## config.mk

```make
export PLATFORM = sky130hd
export DESIGN_NAME = wblc_top
export DESIGN_NICKNAME = d
export VERILOG_FILES = /design/src/pkg/wblc_pkg.sv /design/src/hdl/wblc_delay.sv /design/src/hdl/wblc_top.sv
export VERILOG_INCLUDE_DIRS = /design/src /design/src/pkg
export SDC_FILE = /design/constraint.sdc
export NUM_CORES = 2
export LEC_CHECK = 0
export BUFFER_PORTS_ARGS = -buffer_cell sky130_fd_sc_hd__buf_2
export CORE_AREA = 2 2 280 282
export CTS_CLUSTER_DIAMETER = 30
export DETAILED_ROUTE_END_ITERATION = 7
export DIE_AREA = 0 0 282 284
export GPL_ROUTABILITY_DRIVEN = 1
export PLACE_DENSITY = 0.76
export SYNTH_ARGS = -nofsm -noshare
export SYNTH_HDL_FRONTEND = slang
export SYNTH_HIERARCHICAL = 1
export SYNTH_SLANG_ARGS = --single-unit
```

## constraint.sdc

```tcl
create_clock -name mclk_i -period 7.8 [get_ports mclk_i]
set_input_delay 0 -clock mclk_i [delete_from_list [all_inputs] [get_ports mclk_i]]
set_output_delay 0 -clock mclk_i [all_outputs]
set_load 0.005 [all_outputs]
```

## src/pkg/wblc_cfg.svh

```systemverilog
`ifndef WBLC_CFG_SVH
`define WBLC_CFG_SVH

// clock and timing
`define WBLC_CLK_HZ          25000000
`define WBLC_CTRL_PERIOD_MS  50
`define WBLC_MS_PER_S        1000
`define WBLC_SEC_PER_MIN     60
`define WBLC_DLY_MAX         14'h270f

// sizes
`define WBLC_NUM_BITS        8
`define WBLC_NUM_EV          4
`define WBLC_ST_W            34
`define WBLC_NUM_AUX         2
`define WBLC_NUM_EVD         2

// input assignment codes
`define WBLC_SEL_OFF         6'h00
`define WBLC_SEL_ON          6'h01
`define WBLC_SEL_FIRST       6'h02
`define WBLC_SEL_EV_BASE     6'h03
`define WBLC_SEL_ST_BASE     6'h07
`define WBLC_SEL_RSVD        6'h23
`define WBLC_SEL_WB_BASE     6'h29
`define WBLC_SEL_WB_LAST     6'h30

// event input data codes
`define WBLC_EVD_EV_BASE     4'h1
`define WBLC_EVD_WB_BASE     4'h5
`define WBLC_EVD_WB_LAST     4'hc

// auxiliary routing codes: 0 none, 1..8 work bit
`define WBLC_AUX_WB_BASE     4'h1

`endif

```

## src/pkg/wblc_pkg.sv

```systemverilog
package wblc_pkg;

    typedef logic [5:0]  wblc_sel_t;
    typedef logic [2:0]  wblc_op_t;
    typedef logic [13:0] wblc_dly_t;
    typedef logic [3:0]  wblc_rsel_t;

    typedef enum logic [2:0] {
        WBLC_OP_NONE,
        WBLC_OP_ANDOR,
        WBLC_OP_ORAND,
        WBLC_OP_OR4,
        WBLC_OP_AND4
    } wblc_op_e;

endpackage : wblc_pkg

```

## src/hdl/wblc_delay.sv

```systemverilog
`timescale 1ns/1ps
`default_nettype none
`include "wblc_cfg.svh"

module wblc_delay
    import wblc_pkg::*;
(
    input  wire logic              mclk_i,
    input  wire logic              rst_n_i,
    input  wire logic              ctl_tick_i,
    input  wire logic              unit_tick_i,
    input  wire logic              cond_i,
    input  wire wblc_pkg::wblc_dly_t on_dly_i,
    input  wire wblc_pkg::wblc_dly_t off_dly_i,
    output logic                   out_o
);

    typedef struct packed {
        logic      cond;
        logic      out;
        wblc_dly_t cnt;
    } wblc_dly_st_s;

    wblc_dly_st_s st_q;
    wblc_dly_st_s st_d;
    wblc_dly_t    dly_pend;
    wblc_dly_t    dly_new;

    assign out_o = st_q.out;

    always_comb
    begin
        st_d     = st_q;
        dly_pend = st_q.cond ? on_dly_i : off_dly_i;
        dly_new  = cond_i ? on_dly_i : off_dly_i;
        // time units accumulate only while a change is pending
        if (unit_tick_i && (st_q.cond != st_q.out) && (st_q.cnt < dly_pend))
        begin
            st_d.cnt = st_q.cnt + 14'h0001;
        end
        if (ctl_tick_i)
        begin
            st_d.cond = cond_i;
            if (cond_i == st_q.out)
            begin
                st_d.cnt = '0;
            end
            else if (cond_i != st_q.cond)
            begin
                st_d.cnt = '0; // RULE_16
                if (dly_new == '0)
                begin
                    st_d.out = cond_i;
                end
            end
            else if (st_d.cnt >= dly_new)
            begin
                st_d.out = cond_i; // RULE_13 RULE_14
                st_d.cnt = '0;
            end
        end
    end

    always_ff @(posedge mclk_i or negedge rst_n_i)
    begin
        if (!rst_n_i)
        begin
            st_q <= '0;
        end
        else
        begin
            st_q <= st_d;
        end
    end

endmodule : wblc_delay
`default_nettype wire

```

## src/hdl/wblc_top.sv

```systemverilog
// Summary of operation
// RULE_01 - each selected status condition or event input is taken as a 1 or 0 and the combined result lands in its work bit.
// RULE_02 - each work bit can be routed to an auxiliary or control output and to the mode-changing event data.
// RULE_03 - there are eight work bits, each with its own operation type and its own four input conditions.
// RULE_04 - after reset every work bit is in no-operation and reads 0 whatever its inputs are.
// RULE_05 - a dot indicator is lit whenever any work bit has an active operation.
// RULE_06 - each work bit selects one of four operation types or no-operation.
// RULE_07 - operation 1 gives (A and B) or (C and D).
// RULE_08 - operation 2 gives (A or C) and (B or D).
// RULE_09 - operation 3 gives A or B or C or D.
// RULE_10 - operation 4 gives A and B and C and D.
// RULE_11 - assignment code 0 is always off, 1 always on, 2 on for the first control cycle after power-up.
// RULE_12 - each input A to D can be passed as is or inverted.
// RULE_13 - a nonzero ON delay holds off the rise until the true condition has lasted that long.
// RULE_14 - a nonzero OFF delay holds off the fall until the false condition has lasted that long.
// RULE_15 - all work bits are evaluated once per control cycle, a work bit used as input gives its previous value.
// RULE_16 - delays count seconds or minutes by one unit setting and restart when the condition changes early.
`timescale 1ns/1ps
`default_nettype none
`include "wblc_cfg.svh"

module wblc_top
    import wblc_pkg::*;
#(
    parameter int unsigned NB          = `WBLC_NUM_BITS,
    parameter int unsigned NAUX        = `WBLC_NUM_AUX,
    parameter int unsigned NEVD        = `WBLC_NUM_EVD,
    parameter int unsigned CTRL_CYCLES = (`WBLC_CLK_HZ / `WBLC_MS_PER_S) * `WBLC_CTRL_PERIOD_MS,
    parameter int unsigned SEC_CYCLES  = `WBLC_CLK_HZ
)
(
    input  wire logic                              mclk_i,
    input  wire logic                              rst_n_i,
    input  wire logic [`WBLC_NUM_EV-1:0]           event_i,
    input  wire logic [`WBLC_ST_W-1:0]             status_i,
    input  wire wblc_pkg::wblc_op_t  [NB-1:0]      op_type_i,
    input  wire wblc_pkg::wblc_sel_t [NB-1:0][3:0] in_sel_i,
    input  wire logic [NB-1:0][3:0]                in_inv_i,
    input  wire logic [NB-1:0]                     out_inv_i,
    input  wire wblc_pkg::wblc_dly_t [NB-1:0]      on_dly_i,
    input  wire wblc_pkg::wblc_dly_t [NB-1:0]      off_dly_i,
    input  wire logic                              unit_min_i,
    input  wire wblc_pkg::wblc_rsel_t [NAUX-1:0]   aux_sel_i,
    input  wire wblc_pkg::wblc_rsel_t [NEVD-1:0]   evd_sel_i,
    output logic [NB-1:0]                          work_bit_o,
    output logic [NAUX-1:0]                        aux_o,
    output logic [NEVD-1:0]                        evd_o,
    output logic                                   dot_o,
    output logic                                   ctl_tick_o
);

    localparam int unsigned CW = (CTRL_CYCLES > 1) ? $clog2(CTRL_CYCLES) : 1;
    localparam int unsigned SW = (SEC_CYCLES > 1) ? $clog2(SEC_CYCLES) : 1;

    typedef struct packed {
        logic [`WBLC_NUM_EV-1:0] ev_m;
        logic [`WBLC_NUM_EV-1:0] ev_s;
        logic [CW-1:0]           cyc_cnt;
        logic [SW-1:0]           sec_cnt;
        logic [5:0]              min_cnt;
        logic                    first;
        logic                    tick;
        logic [NB-1:0]           wb;
        logic [NAUX-1:0]         aux;
        logic [NEVD-1:0]         evd;
        logic                    dot;
    } wblc_top_st_s;

    localparam wblc_top_st_s ST_RST = '{first: 1'b1, default: '0};

    wblc_top_st_s st_q;
    wblc_top_st_s st_d;
    logic         ctl_tick;
    logic         sec_tick;
    logic         min_tick;
    logic         unit_tick;
    logic [NB-1:0] cond;
    logic [NB-1:0] dly_out;

    // one condition per assignment code
    function automatic logic sel_cond(
        input wblc_sel_t               code,
        input logic                    first,
        input logic [`WBLC_NUM_EV-1:0] ev,
        input logic [`WBLC_ST_W-1:0]   st,
        input logic [NB-1:0]           wb
    );
        logic r;
        r = 1'b0;
        if (code == `WBLC_SEL_ON)
        begin
            r = 1'b1;
        end
        else if (code == `WBLC_SEL_FIRST)
        begin
            r = first;
        end
        else if ((code >= `WBLC_SEL_EV_BASE) && (code < `WBLC_SEL_ST_BASE))
        begin
            r = ev[2'(code - `WBLC_SEL_EV_BASE)];
        end
        else if ((code >= `WBLC_SEL_ST_BASE) && (code < `WBLC_SEL_WB_BASE) && (code != `WBLC_SEL_RSVD))
        begin
            r = st[6'(code - `WBLC_SEL_ST_BASE)];
        end
        else if ((code >= `WBLC_SEL_WB_BASE) && (code <= `WBLC_SEL_WB_LAST))
        begin
            r = wb[3'(code - `WBLC_SEL_WB_BASE)];
        end
        return r;
    endfunction : sel_cond

    // combines the four conditions by operation type
    function automatic logic combine(input wblc_op_t op, input logic [3:0] c);
        logic r;
        r = 1'b0;
        case (wblc_op_e'(op))
            WBLC_OP_ANDOR: r = (c[0] & c[1]) | (c[2] & c[3]); // RULE_07
            WBLC_OP_ORAND: r = (c[0] | c[2]) & (c[1] | c[3]); // RULE_08
            WBLC_OP_OR4:   r = |c; // RULE_09
            WBLC_OP_AND4:  r = &c; // RULE_10
            default:       r = 1'b0; // RULE_04
        endcase
        return r;
    endfunction : combine

    function automatic logic op_active(input wblc_op_t op);
        return (op >= 3'(WBLC_OP_ANDOR)) && (op <= 3'(WBLC_OP_AND4));
    endfunction : op_active

    assign ctl_tick   = (st_q.cyc_cnt == CW'(CTRL_CYCLES - 1));
    assign sec_tick   = (st_q.sec_cnt == SW'(SEC_CYCLES - 1));
    assign min_tick   = sec_tick && (st_q.min_cnt == 6'(`WBLC_SEC_PER_MIN - 1));
    assign unit_tick  = unit_min_i ? min_tick : sec_tick; // RULE_16
    assign work_bit_o = st_q.wb;
    assign aux_o      = st_q.aux;
    assign evd_o      = st_q.evd;
    assign dot_o      = st_q.dot;
    assign ctl_tick_o = st_q.tick;

    always_comb
    begin
        logic [3:0] c;
        c = '0;
        for (int i = 0; i < NB; i++)
        begin
            for (int j = 0; j < 4; j++)
            begin
                // work bit feedback reads the registered value of the last cycle
                c[j] = sel_cond(in_sel_i[i][j], st_q.first, st_q.ev_s, status_i, st_q.wb) // RULE_01 RULE_11 RULE_15
                       ^ in_inv_i[i][j]; // RULE_12
            end
            cond[i] = op_active(op_type_i[i]) & (combine(op_type_i[i], c) ^ out_inv_i[i]); // RULE_06
        end
    end

    generate
        for (genvar g = 0; g < NB; g++)
        begin : g_bit
            wblc_delay u_delay (
                .mclk_i      (mclk_i),
                .rst_n_i     (rst_n_i),
                .ctl_tick_i  (ctl_tick),
                .unit_tick_i (unit_tick),
                .cond_i      (cond[g]),
                .on_dly_i    (on_dly_i[g]),
                .off_dly_i   (off_dly_i[g]),
                .out_o       (dly_out[g])
            ); // RULE_03
        end
    endgenerate

    always_comb
    begin
        st_d      = st_q;
        st_d.ev_m = event_i;
        st_d.ev_s = st_q.ev_m;
        st_d.tick = ctl_tick;
        st_d.cyc_cnt = ctl_tick ? '0 : CW'(st_q.cyc_cnt + 1'b1); // RULE_15
        st_d.sec_cnt = sec_tick ? '0 : SW'(st_q.sec_cnt + 1'b1);
        if (min_tick)
        begin
            st_d.min_cnt = '0;
        end
        else if (sec_tick)
        begin
            st_d.min_cnt = st_q.min_cnt + 6'h01;
        end
        if (ctl_tick)
        begin
            st_d.first = 1'b0; // RULE_11
        end
        st_d.dot = 1'b0;
        for (int i = 0; i < NB; i++)
        begin
            st_d.wb[i] = dly_out[i] & op_active(op_type_i[i]); // RULE_04
            st_d.dot   = st_d.dot | op_active(op_type_i[i]); // RULE_05
        end
        for (int k = 0; k < NAUX; k++)
        begin
            st_d.aux[k] = (aux_sel_i[k] >= `WBLC_AUX_WB_BASE) && (aux_sel_i[k] < 4'(NB + 1))
                          && st_q.wb[3'(aux_sel_i[k] - `WBLC_AUX_WB_BASE)]; // RULE_02
        end
        for (int k = 0; k < NEVD; k++)
        begin
            st_d.evd[k] = 1'b0;
            if ((evd_sel_i[k] >= `WBLC_EVD_EV_BASE) && (evd_sel_i[k] < `WBLC_EVD_WB_BASE))
            begin
                st_d.evd[k] = st_q.ev_s[2'(evd_sel_i[k] - `WBLC_EVD_EV_BASE)];
            end
            else if ((evd_sel_i[k] >= `WBLC_EVD_WB_BASE) && (evd_sel_i[k] <= `WBLC_EVD_WB_LAST))
            begin
                st_d.evd[k] = st_q.wb[3'(evd_sel_i[k] - `WBLC_EVD_WB_BASE)]; // RULE_02
            end
        end
    end

    always_ff @(posedge mclk_i or negedge rst_n_i)
    begin
        if (!rst_n_i)
        begin
            st_q <= ST_RST;
        end
        else
        begin
            st_q <= st_d;
        end
    end

endmodule : wblc_top
`default_nettype wire

```

==> reports/qor.yml <==
synthesis:
  syn_area_mm2: 0.04211
  ys.flop_type: "dfrtp_1"
  syn_nets: 5342
  ys_ff_latch: 203
  yosysUniqueCellTypes: 105
  syn_area_per_cell_um2: 9.480
  synth_top_cell_by_area: "mux4_2"
  synth_edf_count: 0
  syn_inst: 4442
  netlist.area_leader.share: 0.2107
  yosysSeqAreaShare: 0.1207
  synth_warnings: 6
  ys_top_cells_by_area: "mux4_2 (21%), dfrtp_1 (12%), ha_1 (11%), mux2i_1 (8.1%), xnor2_1 (3.7%)"
  ys_async_sr_fraction: 1.000
detailed_routing:
  routed_wl_um: 146900
  viasPerCell: 6.837
  wl_per_cell_um: 24.93
  drc_errors: 0
  ant_nets: 0
  via_count: 40274
  drt_iter0_drc: 4555
  dr.pass1.iters: 6
clock_network:
  clk_pin_slew_worst_paths_ns: 0.05
  post_cts_resized: 0
  worstSkewPairLatency_ns: 0.63
  cts-root-buf: "clkbuf_16"
  cts_tree: "built"
  cts_max_level: 2
  cts_sinks: 203
  clock_path_buffers: 3
  numCtsBuffers: 59
pwr:
  peakVddDrop_mv: 0.1646
  intPower_w: 0.003928
  power_frac_comb: 0.393
  power_per_cell_area_mw_per_mm2: 127.4
  p_leak_nw: 21.35
  p_switching_w: 0.002129
  seqPwrFrac: 0.182
  p_sw_frac: 0.3515
  p_clk_frac: 0.424
sta:
  hold_ws_ns: -0.02752
  skew_ns: 0.03886
  setup_slack_ns: 0.7727
  fmax_ghz: 0.1423
  tns_ns: 0
  rsz0062_at_grt: "false"
  finalSetupViolations: 0
  worst_pin_slew_ns: 1.154
  relSlewSlack: 0.2310
  hold_viol_final: 6
  period_share: 0.9009
  period_needed_ns: 7.027
  slew_viol_final: 0
status:
  violations: "hold timing"
  status: "finished, violations left"
grt:
  overflow: 0
  grt_pass1_wl_um: 224900
  grt_max_degree: 88
  grt_usage: 0.3580
  antenna_found_initial: 67
  grt_pass1_vias: 39461
floorplan:
  coreArea_mm2: 0.07696
  die-area_mm2: 0.08009
  num_rows: 102
  die_x_um: 282
  initial_core_util: 0.5472
  die_h_um: 284
  pin_count: 551
layout:
  multiInputGateArea_mm2: 0.03462
  final_common_cell: "buf_2"
  fin_nets: 5649
  mostFrequentLayoutCells: "buf_2 (549), mux4_2 (394), ha_1 (363)"
  seq_area_mm2: 0.005089
  layout-drive-gt1-share: 0.2773
  area_growth_pct: 12.93
  n_fill_cell: 6444
critical_path:
  crit_type: "flop to flop"
  end_kind: "flop"
  cp.arrival_ns: 7.59
  cp_data_required_time_ns: 8.36
  cp-start-kind: "flop"
  worstPathMaxFanout: 26
job:
  maxCapViolCount: 0
place:
  finalWeightedCongestion: 1.021
  dpl.hpwl_um: 103600
  detailedPlace.worstSlack_ns: 1.033
  io_buffers: 550
min_path:
  hp-class: "primary input to asynchronous set/reset pin"
==> power by group through the flow <==
stage / Combinational (W) / Clock (W) / Sequential, W
floorplan: 0.00167 / 0 / 0.00109
global placement: 0.00225 / 0 / 0.00111
detailed placement: 0.00229 / 0 / 0.00112
CTS: 0.00233 / 0.00261 / 0.00110
global route: 0.00255 / 0.00267 / 0.00110
finish: 0.00238 / 0.00257 / 0.00110
==> flip-flops by register name, indices dropped and copies added (netlist names), named ones only <==
name and cells:
g_bit.u_delay/st_q 112, st_q 57, g_bit.u_delay/out_o 8, work_bit_o 8
st_d 4, aux_o 2, evd_o 2, ctl_tick_o 1
dot_o 1
==> final cells by class <==
cell class | count | area share
diodes | 52 | 0.002736
clock buffers | 74 | 0.03412
clock inverters | 37 | 0.01066
inverters | 172 | 0.01358
multi-input cells | 3661 | 0.7280
flip-flops and latches | 203 | 0.1070
well taps | 1040 | 0.02736
repair buffers | 652 | 0.07656
==> what timing repair did <==
action	in CTS	in global routing
hold buffers	45	0
endpoints found under the hold margin	107	0
setup buffers	0	0
==> worst max-delay path, cell delays in order, from the launching register on <==
cell and delay, ns:
dfrtp_1 0.71, buf_4 0.53, mux4_2 0.37, nand2_1 0.06, a2111oi_0 0.42, o21ai_0 0.21, inv_1 0.10, o21ai_0 0.24
a2111oi_0 0.43, nor3_1 0.16, a41oi_1 0.22, xor2_1 0.12, o22ai_2 0.15, buf_4 0.35, mux2i_1 0.30, dlygate4sd3_1 0.59
nand3_1 0.07, dlygate4sd3_1 0.57, or4_4 0.43, dlygate4sd3_1 0.59, a21oi_1 0.15, o211a_1 0.16
==> stage by stage <==
stage                     total power [W]  area [um2]  utilization  cells
after global placement           0.003363       44850       0.5827   5683
after global routing             0.006315       47530       0.6176   5880
after CTS                        0.006042       47430       0.6163   5839
final                            0.006058       47560       0.6180   5891
after floorplan                  0.002757       42110            -   4442
after detailed placement         0.003410       44850       0.5827   5683
==> logic make-up after synthesis <==
family / Yosys count / synth area share
xor+xnor: 340 / 0.08052
compound gates: 860 / 0.1411
buf+inv: 578 / 0.05934
mux: 797 / 0.3085
fa+ha+maj: 367 / 0.1089
flops: 203 / 0.1207
simple gates: 1297 / 0.1810
==> metal layers <==
metal	global-route usage	routed length, um
met2	0.5554	65370
met5	0	269
met1	0.4457	53050
met3	0.1046	18380
met4	0.1976	9803
==> synthesized netlist by cell type (all sizes together) (37+ instances only) <==
library cell / count
a211oi: 37
a21boi: 86
a21oi: 180
a31oi: 42
and3: 61
buf: 133
clkbuf: 273
dfrtp: 202
ha: 363
inv: 172
mux2: 59
mux2i: 344
mux4: 394
nand2: 216
nand2b: 96
nand3: 130
nand4: 119
nor2: 208
nor2b: 68
nor3: 99
nor3b: 59
nor4: 37
o21ai: 143
or3: 44
xnor2: 228
xor2: 112
==> path summary, 6_finish.rpt <==
path,startpoint,end,slack (ns),depth (start not counted)
max,st_q[67],g_bit[0].u_delay/out_o,0.77,21
min in group mclk_i,op_type_i[15],work_bit_o[5],0.01,4
min reg2reg,st_d[70],st_q[70],0.35,0
max in group asynchronous,rst_n_i,work_bit_o[5],6.41,3
max reg2reg,st_q[67],g_bit[0].u_delay/out_o,0.77,21
min,rst_n_i,g_bit[0].u_delay/st_q[15],-0.03,2
(Power assumes the default switching activity.)
